[config.mk]
export PLATFORM = sky130hd
export DESIGN_NAME = v86_soft_interrupt_dispatch
export DESIGN_NICKNAME = d
export VERILOG_FILES = /design/src/hw/method_select.v /design/src/hw/stack_push_addr.v /design/src/hw/v86_soft_interrupt_dispatch.v
export VERILOG_INCLUDE_DIRS = /design/src /design/src/inc
export SDC_FILE = /design/constraint.sdc
export NUM_CORES = 2
export LEC_CHECK = 0
export BUFFER_PORTS_ARGS = -buffer_cell sky130_fd_sc_hd__buf_2
export CORE_ASPECT_RATIO = 0.6
export CORE_UTILIZATION = 40
export DETAILED_ROUTE_END_ITERATION = 10
export SLEW_MARGIN = 20
export SYNTH_ARGS = -nofsm -noshare
export SYNTH_HDL_FRONTEND = slang
export SYNTH_SLANG_ARGS = --single-unit
export TNS_END_PERCENT = 1
[constraint.sdc]
create_clock -name clk_in -period 29.8 [get_ports clk_in]
set_clock_uncertainty 0.15 [all_clocks]
set_input_delay 5.96 -clock clk_in [delete_from_list [all_inputs] [get_ports clk_in]]
set_output_delay 5.96 -clock clk_in [all_outputs]
set_load 0.01 [all_outputs]
[src/inc/v86_dispatch_regs.vh]
// register map, flag positions and sequence counts of the soft interrupt dispatcher
`ifndef V86_DISPATCH_REGS_VH
`define V86_DISPATCH_REGS_VH
`define REG_CONTROL 8'h00
`define REG_FEATURE 8'h04
`define REG_STATUS 8'h08
`define REG_MASK 8'h0c
`define REG_METHOD 8'h10
`define CTRL_EXT_BIT 0
`define CTRL_RESET 32'h00000000
`define FEATURE_EXT_BIT 1
`define MASK_RESET 4'h0
`define EV_FAULT 0
`define EV_GATE 1
`define EV_REDIR 2
`define EV_HW 3
`define EV_WIDTH 4
`define FLAG_TRAP 8
`define FLAG_INT 9
`define FLAG_IO_PRIVILEGE_LEVEL_LO 12
`define FLAG_IO_PRIVILEGE_LEVEL_HI 13
`define FLAG_NEST 14
`define FLAG_RESUME 16
`define FLAG_VMODE 17
`define FLAG_VINT 19
`define MAP_SPAN 32'h00000020
`define VEC_TABLE_BASE 32'h00000000
`define GATE_LAST_PUSH 4'h8
`define REDIR_LAST_PUSH 4'h2
`define SIZE_BYTE 2'h0
`define SIZE_HALF 2'h1
`define SIZE_WORD 2'h2
`endif

[src/hw/method_select.v]
// combinational choice of one of six soft interrupt handling methods
`timescale 1ns/1ns
`default_nettype none
module method_select (
  input wire ext_enable_in,
  input wire [1:0] io_privilege_level_in,
  input wire redir_bit_in,
  input wire hw_event_in,
  output reg [5:0] method_out
);
  wire io_privilege_level_top;
  assign io_privilege_level_top = (io_privilege_level_in == 2'h3);
  always @* begin
    method_out = 6'h00;
    if (hw_event_in) begin
      method_out = 6'h01;
    end else if (!ext_enable_in) begin
      method_out = io_privilege_level_top ? 6'h01 : 6'h02;
    end else if (redir_bit_in) begin
      method_out = io_privilege_level_top ? 6'h08 : 6'h04;
    end else begin
      method_out = io_privilege_level_top ? 6'h10 : 6'h20;
    end
  end
endmodule // method_select
`default_nettype wire

[src/hw/stack_push_addr.v]
// next stack pointer and linear address of one push
`timescale 1ns/1ns
`default_nettype none
module stack_push_addr (
  input wire [31:0] base_in,
  input wire [31:0] ptr_in,
  input wire wide_in,
  output wire [31:0] new_ptr_out,
  output wire [31:0] addr_out
);
  wire [15:0] low_ptr;
  // a 16-bit stack wraps inside its low half and leaves the upper half alone
  assign low_ptr = ptr_in[15:0] - 16'h0002;
  assign new_ptr_out = wide_in ? (ptr_in - 32'h00000004) : {ptr_in[31:16], low_ptr};
  assign addr_out = wide_in ? (base_in + new_ptr_out) : (base_in + {16'h0000, low_ptr});
endmodule // stack_push_addr
`default_nettype wire

[src/hw/v86_soft_interrupt_dispatch.v]
// dispatcher for software interrupts taken in virtual-8086 mode
//
// How it works
// - hardware interrupts always go to gate handlers
// - no extension, level three: gate call
// - gate path pushes segments then interrupted frame
// - gate path clears mode flags, zeroes segments
// - interrupt enable cleared for interrupt gates and level three redirects
// - no extension, level below three: fault
// - extension, low level, bit one: fault
// - extension, low level, bit zero: redirect
// - extension, level three, bit one: gate call
// - bitmap zero redirects, one goes protected
// - redirect pushes flags, cs, ip; loads vector
// - low level redirect image: level three, virtual flag
// - low level redirect clears virtual flag, trap
// - feature register bit one reports extension
// - bitmap byte read below permission map base
// - vector entry read from linear address zero
//
// Design decisions made here: the register addresses and the strobed register port.
`timescale 1ns/1ns
`include "v86_dispatch_regs.vh"
`default_nettype none
module v86_soft_interrupt_dispatch (
  input wire clk_in,
  input wire rst_in,
  input wire ce_in,
  input wire [7:0] reg_addr_in,
  input wire [31:0] reg_wdata_in,
  input wire reg_wr_in,
  input wire reg_rd_in,
  output reg [31:0] reg_rdata_out,
  output wire irq_out,
  input wire swi_start_in,
  input wire hw_event_in,
  input wire [7:0] vector_in,
  input wire gate_is_int_in,
  input wire [15:0] gate_cs_in,
  input wire [31:0] gate_eip_in,
  input wire [31:0] flags_in,
  input wire [15:0] cs_in,
  input wire [31:0] eip_in,
  input wire [15:0] ss_in,
  input wire [31:0] esp_in,
  input wire [31:0] stack_base_in,
  input wire [15:0] ss0_in,
  input wire [31:0] esp0_in,
  input wire [31:0] stack0_base_in,
  input wire [15:0] ds_in,
  input wire [15:0] es_in,
  input wire [15:0] fs_in,
  input wire [15:0] gs_in,
  input wire [31:0] io_map_base_in,
  output reg mem_req_out,
  output reg mem_we_out,
  output reg [1:0] mem_size_out,
  output reg [31:0] mem_addr_out,
  output reg [31:0] mem_wdata_out,
  input wire mem_ack_in,
  input wire [31:0] mem_rdata_in,
  output wire busy_out,
  output reg commit_out,
  output reg fault_out,
  output reg [5:0] method_out,
  output reg [31:0] flags_out,
  output reg [15:0] cs_out,
  output reg [31:0] eip_out,
  output reg [15:0] ss_out,
  output reg [31:0] esp_out,
  output reg [15:0] ds_out,
  output reg [15:0] es_out,
  output reg [15:0] fs_out,
  output reg [15:0] gs_out
);
  localparam S_IDLE = 6'h01;
  localparam S_MAP = 6'h02;
  localparam S_SEL = 6'h04;
  localparam S_PUSH = 6'h08;
  localparam S_VEC = 6'h10;
  localparam S_FIN = 6'h20;

  reg [5:0] state_r;
  reg [31:0] ctrl_r;
  reg [3:0] mask_r;
  reg [3:0] status_r;
  reg [3:0] status_nxt;
  reg [3:0] events;
  reg hw_r;
  reg ext_r;
  reg gate_int_r;
  reg map_bit_r;
  reg [7:0] vector_r;
  reg [31:0] flags_r;
  reg [15:0] cs_r;
  reg [31:0] eip_r;
  reg [15:0] ss_r;
  reg [31:0] esp_r;
  reg [15:0] ds_r;
  reg [15:0] es_r;
  reg [15:0] fs_r;
  reg [15:0] gs_r;
  reg [15:0] gate_cs_r;
  reg [31:0] gate_eip_r;
  reg [15:0] ss0_r;
  reg [31:0] esp0_r;
  reg [31:0] base_r;
  reg [31:0] ptr_r;
  reg [3:0] idx_r;
  reg [15:0] vec_cs_r;
  reg [15:0] vec_ip_r;
  reg [31:0] push_data;
  reg [15:0] redir_image;
  wire [5:0] method_sel;
  wire is_gate;
  wire is_redir;
  wire is_fault;
  wire [31:0] push_ptr;
  wire [31:0] push_addr;
  wire [3:0] last_push;
  wire mem_done;
  wire [7:0] map_byte;

  method_select u_select (
    .ext_enable_in(ext_r),
    .io_privilege_level_in(flags_r[`FLAG_IO_PRIVILEGE_LEVEL_HI:`FLAG_IO_PRIVILEGE_LEVEL_LO]),
    .redir_bit_in(map_bit_r),
    .hw_event_in(hw_r),
    .method_out(method_sel)
  );

  // method register, once loaded, steers the rest of the sequence
  assign is_fault = method_out[1] | method_out[2];
  assign is_gate = method_out[0] | method_out[3];
  assign is_redir = method_out[4] | method_out[5];

  stack_push_addr u_push (
    .base_in(base_r),
    .ptr_in(ptr_r),
    .wide_in(is_gate),
    .new_ptr_out(push_ptr),
    .addr_out(push_addr)
  );

  assign last_push = is_gate ? `GATE_LAST_PUSH : `REDIR_LAST_PUSH;
  assign mem_done = mem_req_out & mem_ack_in;
  assign busy_out = ~state_r[0];
  assign irq_out = |(status_r & mask_r);
  assign map_byte = mem_rdata_in[7:0];

  // flags image of a redirected call; the low level case hides the real level and enable
  always @* begin
    redir_image = flags_r[15:0];
    if (method_out[5]) begin
      redir_image[`FLAG_IO_PRIVILEGE_LEVEL_HI:`FLAG_IO_PRIVILEGE_LEVEL_LO] = 2'h3;
      redir_image[`FLAG_INT] = flags_r[`FLAG_VINT];
    end
  end

  always @* begin
    push_data = 32'h00000000;
    if (is_gate) begin
      case (idx_r)
        4'h0: push_data = {16'h0000, gs_r};
        4'h1: push_data = {16'h0000, fs_r};
        4'h2: push_data = {16'h0000, ds_r};
        4'h3: push_data = {16'h0000, es_r};
        4'h4: push_data = {16'h0000, ss_r};
        4'h5: push_data = esp_r;
        4'h6: push_data = flags_r;
        4'h7: push_data = {16'h0000, cs_r};
        default: push_data = eip_r;
      endcase
    end else begin
      case (idx_r)
        4'h0: push_data = {16'h0000, redir_image};
        4'h1: push_data = {16'h0000, cs_r};
        default: push_data = {16'h0000, eip_r[15:0]};
      endcase
    end
  end

  always @* begin
    events = 4'h0;
    if (state_r[5]) begin
      events[`EV_FAULT] = is_fault;
      events[`EV_GATE] = is_gate & ~hw_r;
      events[`EV_REDIR] = is_redir;
      events[`EV_HW] = hw_r;
    end
  end

  // a new event beats a clear in the same cycle
  always @* begin
    status_nxt = status_r;
    if (reg_wr_in && reg_addr_in == `REG_STATUS) begin
      status_nxt = status_r & ~reg_wdata_in[3:0];
    end
    status_nxt = status_nxt | events;
  end

  always @(posedge clk_in or posedge rst_in) begin
    if (rst_in) begin
      ctrl_r <= `CTRL_RESET;
      mask_r <= `MASK_RESET;
      status_r <= 4'h0;
      reg_rdata_out <= 32'h00000000;
    end else if (ce_in) begin
      status_r <= status_nxt;
      if (reg_wr_in && reg_addr_in == `REG_CONTROL) begin
        ctrl_r <= {31'h00000000, reg_wdata_in[`CTRL_EXT_BIT]};
      end
      if (reg_wr_in && reg_addr_in == `REG_MASK) begin
        mask_r <= reg_wdata_in[3:0];
      end
      reg_rdata_out <= 32'h00000000;
      if (reg_rd_in) begin
        case (reg_addr_in)
          `REG_CONTROL: reg_rdata_out <= ctrl_r;
          `REG_FEATURE: reg_rdata_out <= 32'h00000001 << `FEATURE_EXT_BIT;
          `REG_STATUS: reg_rdata_out <= {28'h0000000, status_r};
          `REG_MASK: reg_rdata_out <= {28'h0000000, mask_r};
          `REG_METHOD: reg_rdata_out <= {24'h000000, busy_out, 1'b0, method_out};
          default: reg_rdata_out <= 32'h00000000;
        endcase
      end
    end
  end

  always @(posedge clk_in or posedge rst_in) begin
    if (rst_in) begin
      state_r <= S_IDLE;
      hw_r <= 1'b0;
      ext_r <= 1'b0;
      gate_int_r <= 1'b0;
      map_bit_r <= 1'b1;
      vector_r <= 8'h00;
      flags_r <= 32'h00000000;
      cs_r <= 16'h0000;
      eip_r <= 32'h00000000;
      ss_r <= 16'h0000;
      esp_r <= 32'h00000000;
      ds_r <= 16'h0000;
      es_r <= 16'h0000;
      fs_r <= 16'h0000;
      gs_r <= 16'h0000;
      gate_cs_r <= 16'h0000;
      gate_eip_r <= 32'h00000000;
      ss0_r <= 16'h0000;
      esp0_r <= 32'h00000000;
      base_r <= 32'h00000000;
      ptr_r <= 32'h00000000;
      idx_r <= 4'h0;
      vec_cs_r <= 16'h0000;
      vec_ip_r <= 16'h0000;
      mem_req_out <= 1'b0;
      mem_we_out <= 1'b0;
      mem_size_out <= `SIZE_BYTE;
      mem_addr_out <= 32'h00000000;
      mem_wdata_out <= 32'h00000000;
      commit_out <= 1'b0;
      fault_out <= 1'b0;
      method_out <= 6'h00;
      flags_out <= 32'h00000000;
      cs_out <= 16'h0000;
      eip_out <= 32'h00000000;
      ss_out <= 16'h0000;
      esp_out <= 32'h00000000;
      ds_out <= 16'h0000;
      es_out <= 16'h0000;
      fs_out <= 16'h0000;
      gs_out <= 16'h0000;
    end else if (ce_in) begin
      commit_out <= 1'b0;
      fault_out <= 1'b0;
      case (state_r)
        S_IDLE: begin
          // a request arriving while busy is ignored; the core waits on busy_out
          if (swi_start_in || hw_event_in) begin
            hw_r <= hw_event_in;
            ext_r <= ctrl_r[`CTRL_EXT_BIT];
            gate_int_r <= gate_is_int_in;
            vector_r <= vector_in;
            flags_r <= flags_in;
            cs_r <= cs_in;
            eip_r <= eip_in;
            ss_r <= ss_in;
            esp_r <= esp_in;
            ds_r <= ds_in;
            es_r <= es_in;
            fs_r <= fs_in;
            gs_r <= gs_in;
            gate_cs_r <= gate_cs_in;
            gate_eip_r <= gate_eip_in;
            ss0_r <= ss0_in;
            esp0_r <= esp0_in;
            base_r <= stack_base_in;
            ptr_r <= esp_in;
            idx_r <= 4'h0;
            map_bit_r <= 1'b1;
            // the bitmap is fetched only when it can change the outcome
            if (ctrl_r[`CTRL_EXT_BIT] && !hw_event_in) begin
              mem_req_out <= 1'b1;
              mem_we_out <= 1'b0;
              mem_size_out <= `SIZE_BYTE;
              mem_addr_out <= io_map_base_in - `MAP_SPAN + {27'h0000000, vector_in[7:3]};
              state_r <= S_MAP;
            end else begin
              state_r <= S_SEL;
            end
          end
        end
        S_MAP: begin
          if (mem_done) begin
            mem_req_out <= 1'b0;
            map_bit_r <= map_byte[vector_r[2:0]];
            state_r <= S_SEL;
          end
        end
        S_SEL: begin
          method_out <= method_sel;
          if (method_sel[1] || method_sel[2]) begin
            state_r <= S_FIN;
          end else begin
            if (method_sel[0] || method_sel[3]) begin
              base_r <= stack0_base_in;
              ptr_r <= esp0_r;
            end
            state_r <= S_PUSH;
          end
        end
        S_PUSH: begin
          if (!mem_req_out) begin
            mem_req_out <= 1'b1;
            mem_we_out <= 1'b1;
            mem_size_out <= is_gate ? `SIZE_WORD : `SIZE_HALF;
            mem_addr_out <= push_addr;
            mem_wdata_out <= push_data;
          end else if (mem_done) begin
            mem_req_out <= 1'b0;
            mem_we_out <= 1'b0;
            ptr_r <= push_ptr;
            idx_r <= idx_r + 4'h1;
            if (idx_r == last_push) begin
              if (is_redir) begin
                mem_req_out <= 1'b1;
                mem_size_out <= `SIZE_WORD;
                mem_addr_out <= `VEC_TABLE_BASE + {22'h000000, vector_r, 2'h0};
                state_r <= S_VEC;
              end else begin
                state_r <= S_FIN;
              end
            end
          end
        end
        S_VEC: begin
          if (mem_done) begin
            mem_req_out <= 1'b0;
            vec_cs_r <= mem_rdata_in[31:16];
            vec_ip_r <= mem_rdata_in[15:0];
            state_r <= S_FIN;
          end
        end
        S_FIN: begin
          state_r <= S_IDLE;
          flags_out <= flags_r;
          cs_out <= cs_r;
          eip_out <= eip_r;
          ss_out <= ss_r;
          esp_out <= esp_r;
          ds_out <= ds_r;
          es_out <= es_r;
          fs_out <= fs_r;
          gs_out <= gs_r;
          if (is_fault) begin
            fault_out <= 1'b1;
          end else begin
            commit_out <= 1'b1;
            esp_out <= ptr_r;
            if (is_gate) begin
              flags_out[`FLAG_VMODE] <= 1'b0;
              flags_out[`FLAG_RESUME] <= 1'b0;
              flags_out[`FLAG_NEST] <= 1'b0;
              flags_out[`FLAG_TRAP] <= 1'b0;
              flags_out[`FLAG_INT] <= gate_int_r ? 1'b0 : flags_r[`FLAG_INT];
              ds_out <= 16'h0000;
              es_out <= 16'h0000;
              fs_out <= 16'h0000;
              gs_out <= 16'h0000;
              ss_out <= ss0_r;
              cs_out <= gate_cs_r;
              eip_out <= gate_eip_r;
            end else begin
              flags_out[`FLAG_TRAP] <= 1'b0;
              if (method_out[5]) begin
                flags_out[`FLAG_VINT] <= 1'b0;
              end else begin
                flags_out[`FLAG_INT] <= 1'b0;
              end
              cs_out <= vec_cs_r;
              eip_out <= {16'h0000, vec_ip_r};
            end
          end
        end
        default: state_r <= S_IDLE;
      endcase
    end
  end
endmodule // v86_soft_interrupt_dispatch
`default_nettype wire

==> results.sh <==
export IMPL_status="completed"
export IMPL_synth_ff_type="dfrtp_1"
export IMPL_fillers=7891
export IMPL_fmax_mhz=115
export IMPL_wl_per_cell_um=23.6
export IMPL_slew_viol_final=0
export IMPL_synth_cell_type_count=80
export IMPL_htreeDepth=3
export IMPL_crit_chain="buf_2 > inv_8 > buf_4 > buf_4 > buf_4"
export IMPL_cp_arrival_ns=9.15
export IMPL_gp_congestion=0.936
export IMPL_drtIter0Drc=3256
export IMPL_route_detailed_drc=0
export IMPL_placed_area_sq_um=37200
export IMPL_numCtsBuffers=70
export IMPL_rows=80
export IMPL_synthCells=3837
export IMPL_fin_crit_sh_pct=29.1
export IMPL_cts_setup_buffers=0
export IMPL_nNetsFinal=4944
export IMPL_crit_top_cell="buf_4"
export IMPL_path_max_fanout=104
export IMPL_setup_violations_final=0
export IMPL_path_delay_family="buffers and inverters"
export IMPL_ir_drop_mv=0.0630
export IMPL_tightest_slew_ns=1.06
export IMPL_drive_above_1_share_pct=21.5
export IMPL_synth_edf_count=0
export IMPL_total_power_w=0.00421
export IMPL_portBuffers=721
export IMPL_clk_latency_ns=0.65
export IMPL_cts_resized_gates=0
export IMPL_path_class="input port to asynchronous set/reset pin"
export IMPL_dr_pass1_iters=8
export IMPL_clk_pin_slew_ns=0.06
export IMPL_grt_pass1_vias=28400
export IMPL_ys_ff_latch=690
export IMPL_dieArea_sq_um=83200
export IMPL_grt_pass1_wl_mm=192
export IMPL_slew_headroom_pct=29.6
export IMPL_worstPathRequired_ns=30.28
export IMPL_rsz0062_at_grt="false"
export IMPL_critPathMaxStageDelay_ns=0.85
export IMPL_syn_to_final_growth_pct=20.5
export IMPL_cts_tree="done"
export IMPL_grt_antenna_before_repair=36
export IMPL_yosysSeqAreaShare_pct=52.6
export IMPL_die_y_um=224
export IMPL_worstHoldPathType="flip-flop to flip-flop"
export IMPL_track_usage_pct=31.2
export IMPL_critical_path_slowest_cell="buf_4"
export IMPL_yosys_warnings=0
export IMPL_finalHoldViolations=0
export IMPL_holdWs_ns=0.311
export IMPL_grt_ovfl_total=0
export IMPL_synthesis_area_sq_um=32800
export IMPL_grt_max_degree=191
export IMPL_finish_instance_area_sq_um=39500
export IMPL_tns_ns=0
export IMPL_antenna_left=0
export IMPL_dp_hpwl_mm=94.4
export IMPL_clkSinkCount=690
export IMPL_boundaryPins=775
export IMPL_p_leak_nw=20.3
export IMPL_period_needed_ns=8.66
export IMPL_via_per_inst=5.51
export IMPL_cts_root_buf="clkbuf_16"
export IMPL_wirelength_mm=131
export IMPL_p_per_area_nw_per_um2=107
export IMPL_cts_hold_fix_buffers=0
export IMPL_dieWidth_um=372
export IMPL_finish_utilization_pct=49.2
export IMPL_syn_area_per_cell_sq_um=8.55
export IMPL_worstSetupStartpointType="input port"
export IMPL_cap_violations=0
export IMPL_ys_async_sr_fraction_pct=100
export IMPL_initial_core_util_pct=40.8
export IMPL_critical_path_buf_inv_count=5
export IMPL_clockBufferDepth=3
export IMPL_core_sq_um=80400
export IMPL_vias=30600
export IMPL_end_kind="asynchronous set/reset pin"
-- registers in the layout, indices dropped and copies added, names as in the netlist, 32 cells and up --
name and flops:
eip_out 32, flags_r 32, gate_eip_r 32, esp_r 32, eip_r 32, mem_wdata_out 32, esp_out 32, ptr_r 32
flags_out 32, mem_addr_out 32, base_r 32, esp0_r 32
-- stage by stage --
stage	instances	worst slack (ns)
after global routing	5555	20.59
after floorplan	3861	4.35
after detailed placement	5421	20.25
after global placement	5421	20.28
after CTS	5544	20.94
final	5560	21.14
-- per-layer routing --
layer	GRT usage (%)	up-vias	share of wire (%)
met5	0	-	0.20
met4	7.56	38	2.1
met3	10.3	189	10
met2	43.7	1285	42
met1	45.9	15000	45
li1	-	14100	-
-- worst paths after layout --
path | start | endpoint | slack [ns] | cells past startpoint
setup / recovery | rst_in | eip_r[27]$_DFFE_PP0P_ | 21.14 | 5
max in group clk_in | ce_in | cs_out[1]$_DFFE_PP0P_ | 21.27 | 6
min in group asynchronous | rst_in | mask_r[1]$_DFFE_PP0P_ | 5.28 | 2
hold / removal | ds_out[13]$_DFFE_PP0P_ | ds_out[13]$_DFFE_PP0P_ | 0.31 | 2
setup reg to reg | ptr_r[6]$_DFFE_PP0P_ | mem_addr_out[31]$_DFFE_PP0P_ | 23.63 | 16
hold reg to reg | ds_out[13]$_DFFE_PP0P_ | ds_out[13]$_DFFE_PP0P_ | 0.31 | 2
-- worst reg2reg max path, cell delays in order, from the launching register on --
cell       delay [ns]
dfrtp_1          0.45
or4_4            0.57
or4_4            0.58
nor4b_4          0.61
and2_1           0.29
xnor2_1          0.15
nor2_1           0.09
ha_1             0.36
and2_1           0.38
nor2b_1          0.26
o2111ai_1        0.14
o41a_1           0.50
o31ai_1          0.57
o21ai_1          0.28
o31ai_1          0.41
xnor2_1          0.16
o21ai_1          0.07
-- cell usage after synthesis, types with 8 or more instances --
cell type	instances	area [sq um]
dfrtp_1	688	17200
a21o_1	17	128
o22ai_1	11	68.8
a221oi_1	36	315
o31ai_1	28	210
xor2_1	45	394
nand2_1	1520	5710
a21oi_1	143	716
nand4_1	8	50.1
o41ai_1	18	158
inv_1	36	135
nor2_1	225	845
o211ai_1	12	90.1
nor4_1	13	81.3
nor3_1	33	165
a31oi_1	99	619
or3_1	16	100
o21ai_0	132	661
a211oi_1	19	143
a22o_1	11	96.3
nand3_1	94	470
a222oi_1	35	350
ha_1	42	526
nand2b_1	13	81.3
a221o_1	12	120
buf_1	20	75.1
a22oi_1	54	405
clkbuf_1	229	860
mux2_2	37	417
buf_4	25	188
xnor2_1	39	342
o21ai_1	19	95.1
-- kinds of logic after synthesis --
| kind of cell | Yosys count | synth area share [%] |
|---|---|---|
| and+or+nand+nor | 1979 | 24.3 |
| DFF | 690 | 52.6 |
| AOI/OAI and AO/OA | 682 | 13.7 |
| buffers and inverters | 312 | 3.86 |
| xor gates and xnor gates | 84 | 2.24 |
| muxes | 45 | 1.59 |
| adders and majority gates | 44 | 1.72 |
| other | 1 | 0.0114 |
-- cells in the final DEF, fill, tap and decap left out, types with 7 or more instances in the layout --
cell type	count
nand2_1	1518
buf_2	721
dfrtp_1	688
nor2_1	219
a21oi_1	141
o21ai_0	132
a31oi_1	98
nand3_1	94
clkbuf_16	71
a22oi_1	54
buf_4	48
xor2_1	45
ha_1	42
xnor2_1	39
mux2_2	37
a221oi_1	36
inv_1	35
a222oi_1	35
nor3_1	32
o31ai_1	28
conb_1	25
a211oi_1	19
o21ai_1	18
o41ai_1	18
a21o_1	17
clkbuf_8	17
diode_2	16
or3_1	15
clkbuf_1	14
nor4_1	13
nand2b_1	13
o211ai_1	12
a221o_1	12
clkinv_2	12
o22ai_1	11
a22o_1	11
nand4_1	8
nor3b_2	7
nor2b_1	7
-- layout make-up --
type                       instances  area, sq um  share of cell area (%)
sequential                       690        17300                    43.7
clock buffer                     102         2060                    5.22
antenna                           16         40.0                   0.101
timing repair buffer             770         3990                    10.1
multi-input combinational       2859        14500                    36.7
tap                             1066         1330                    3.37
clock inverter                    21          194                   0.490
inverter                          36          143                   0.361
-- report_power, final --
| group | internal, W | switching, W |
|---|---|---|
| combinational | 0.000574 | 0.00106 |
| sequential | 0.00130 | 0.000385 |
| clock | 0.000500 | 0.000392 |
No activity file was read; power rests on OpenSTA's default activity.
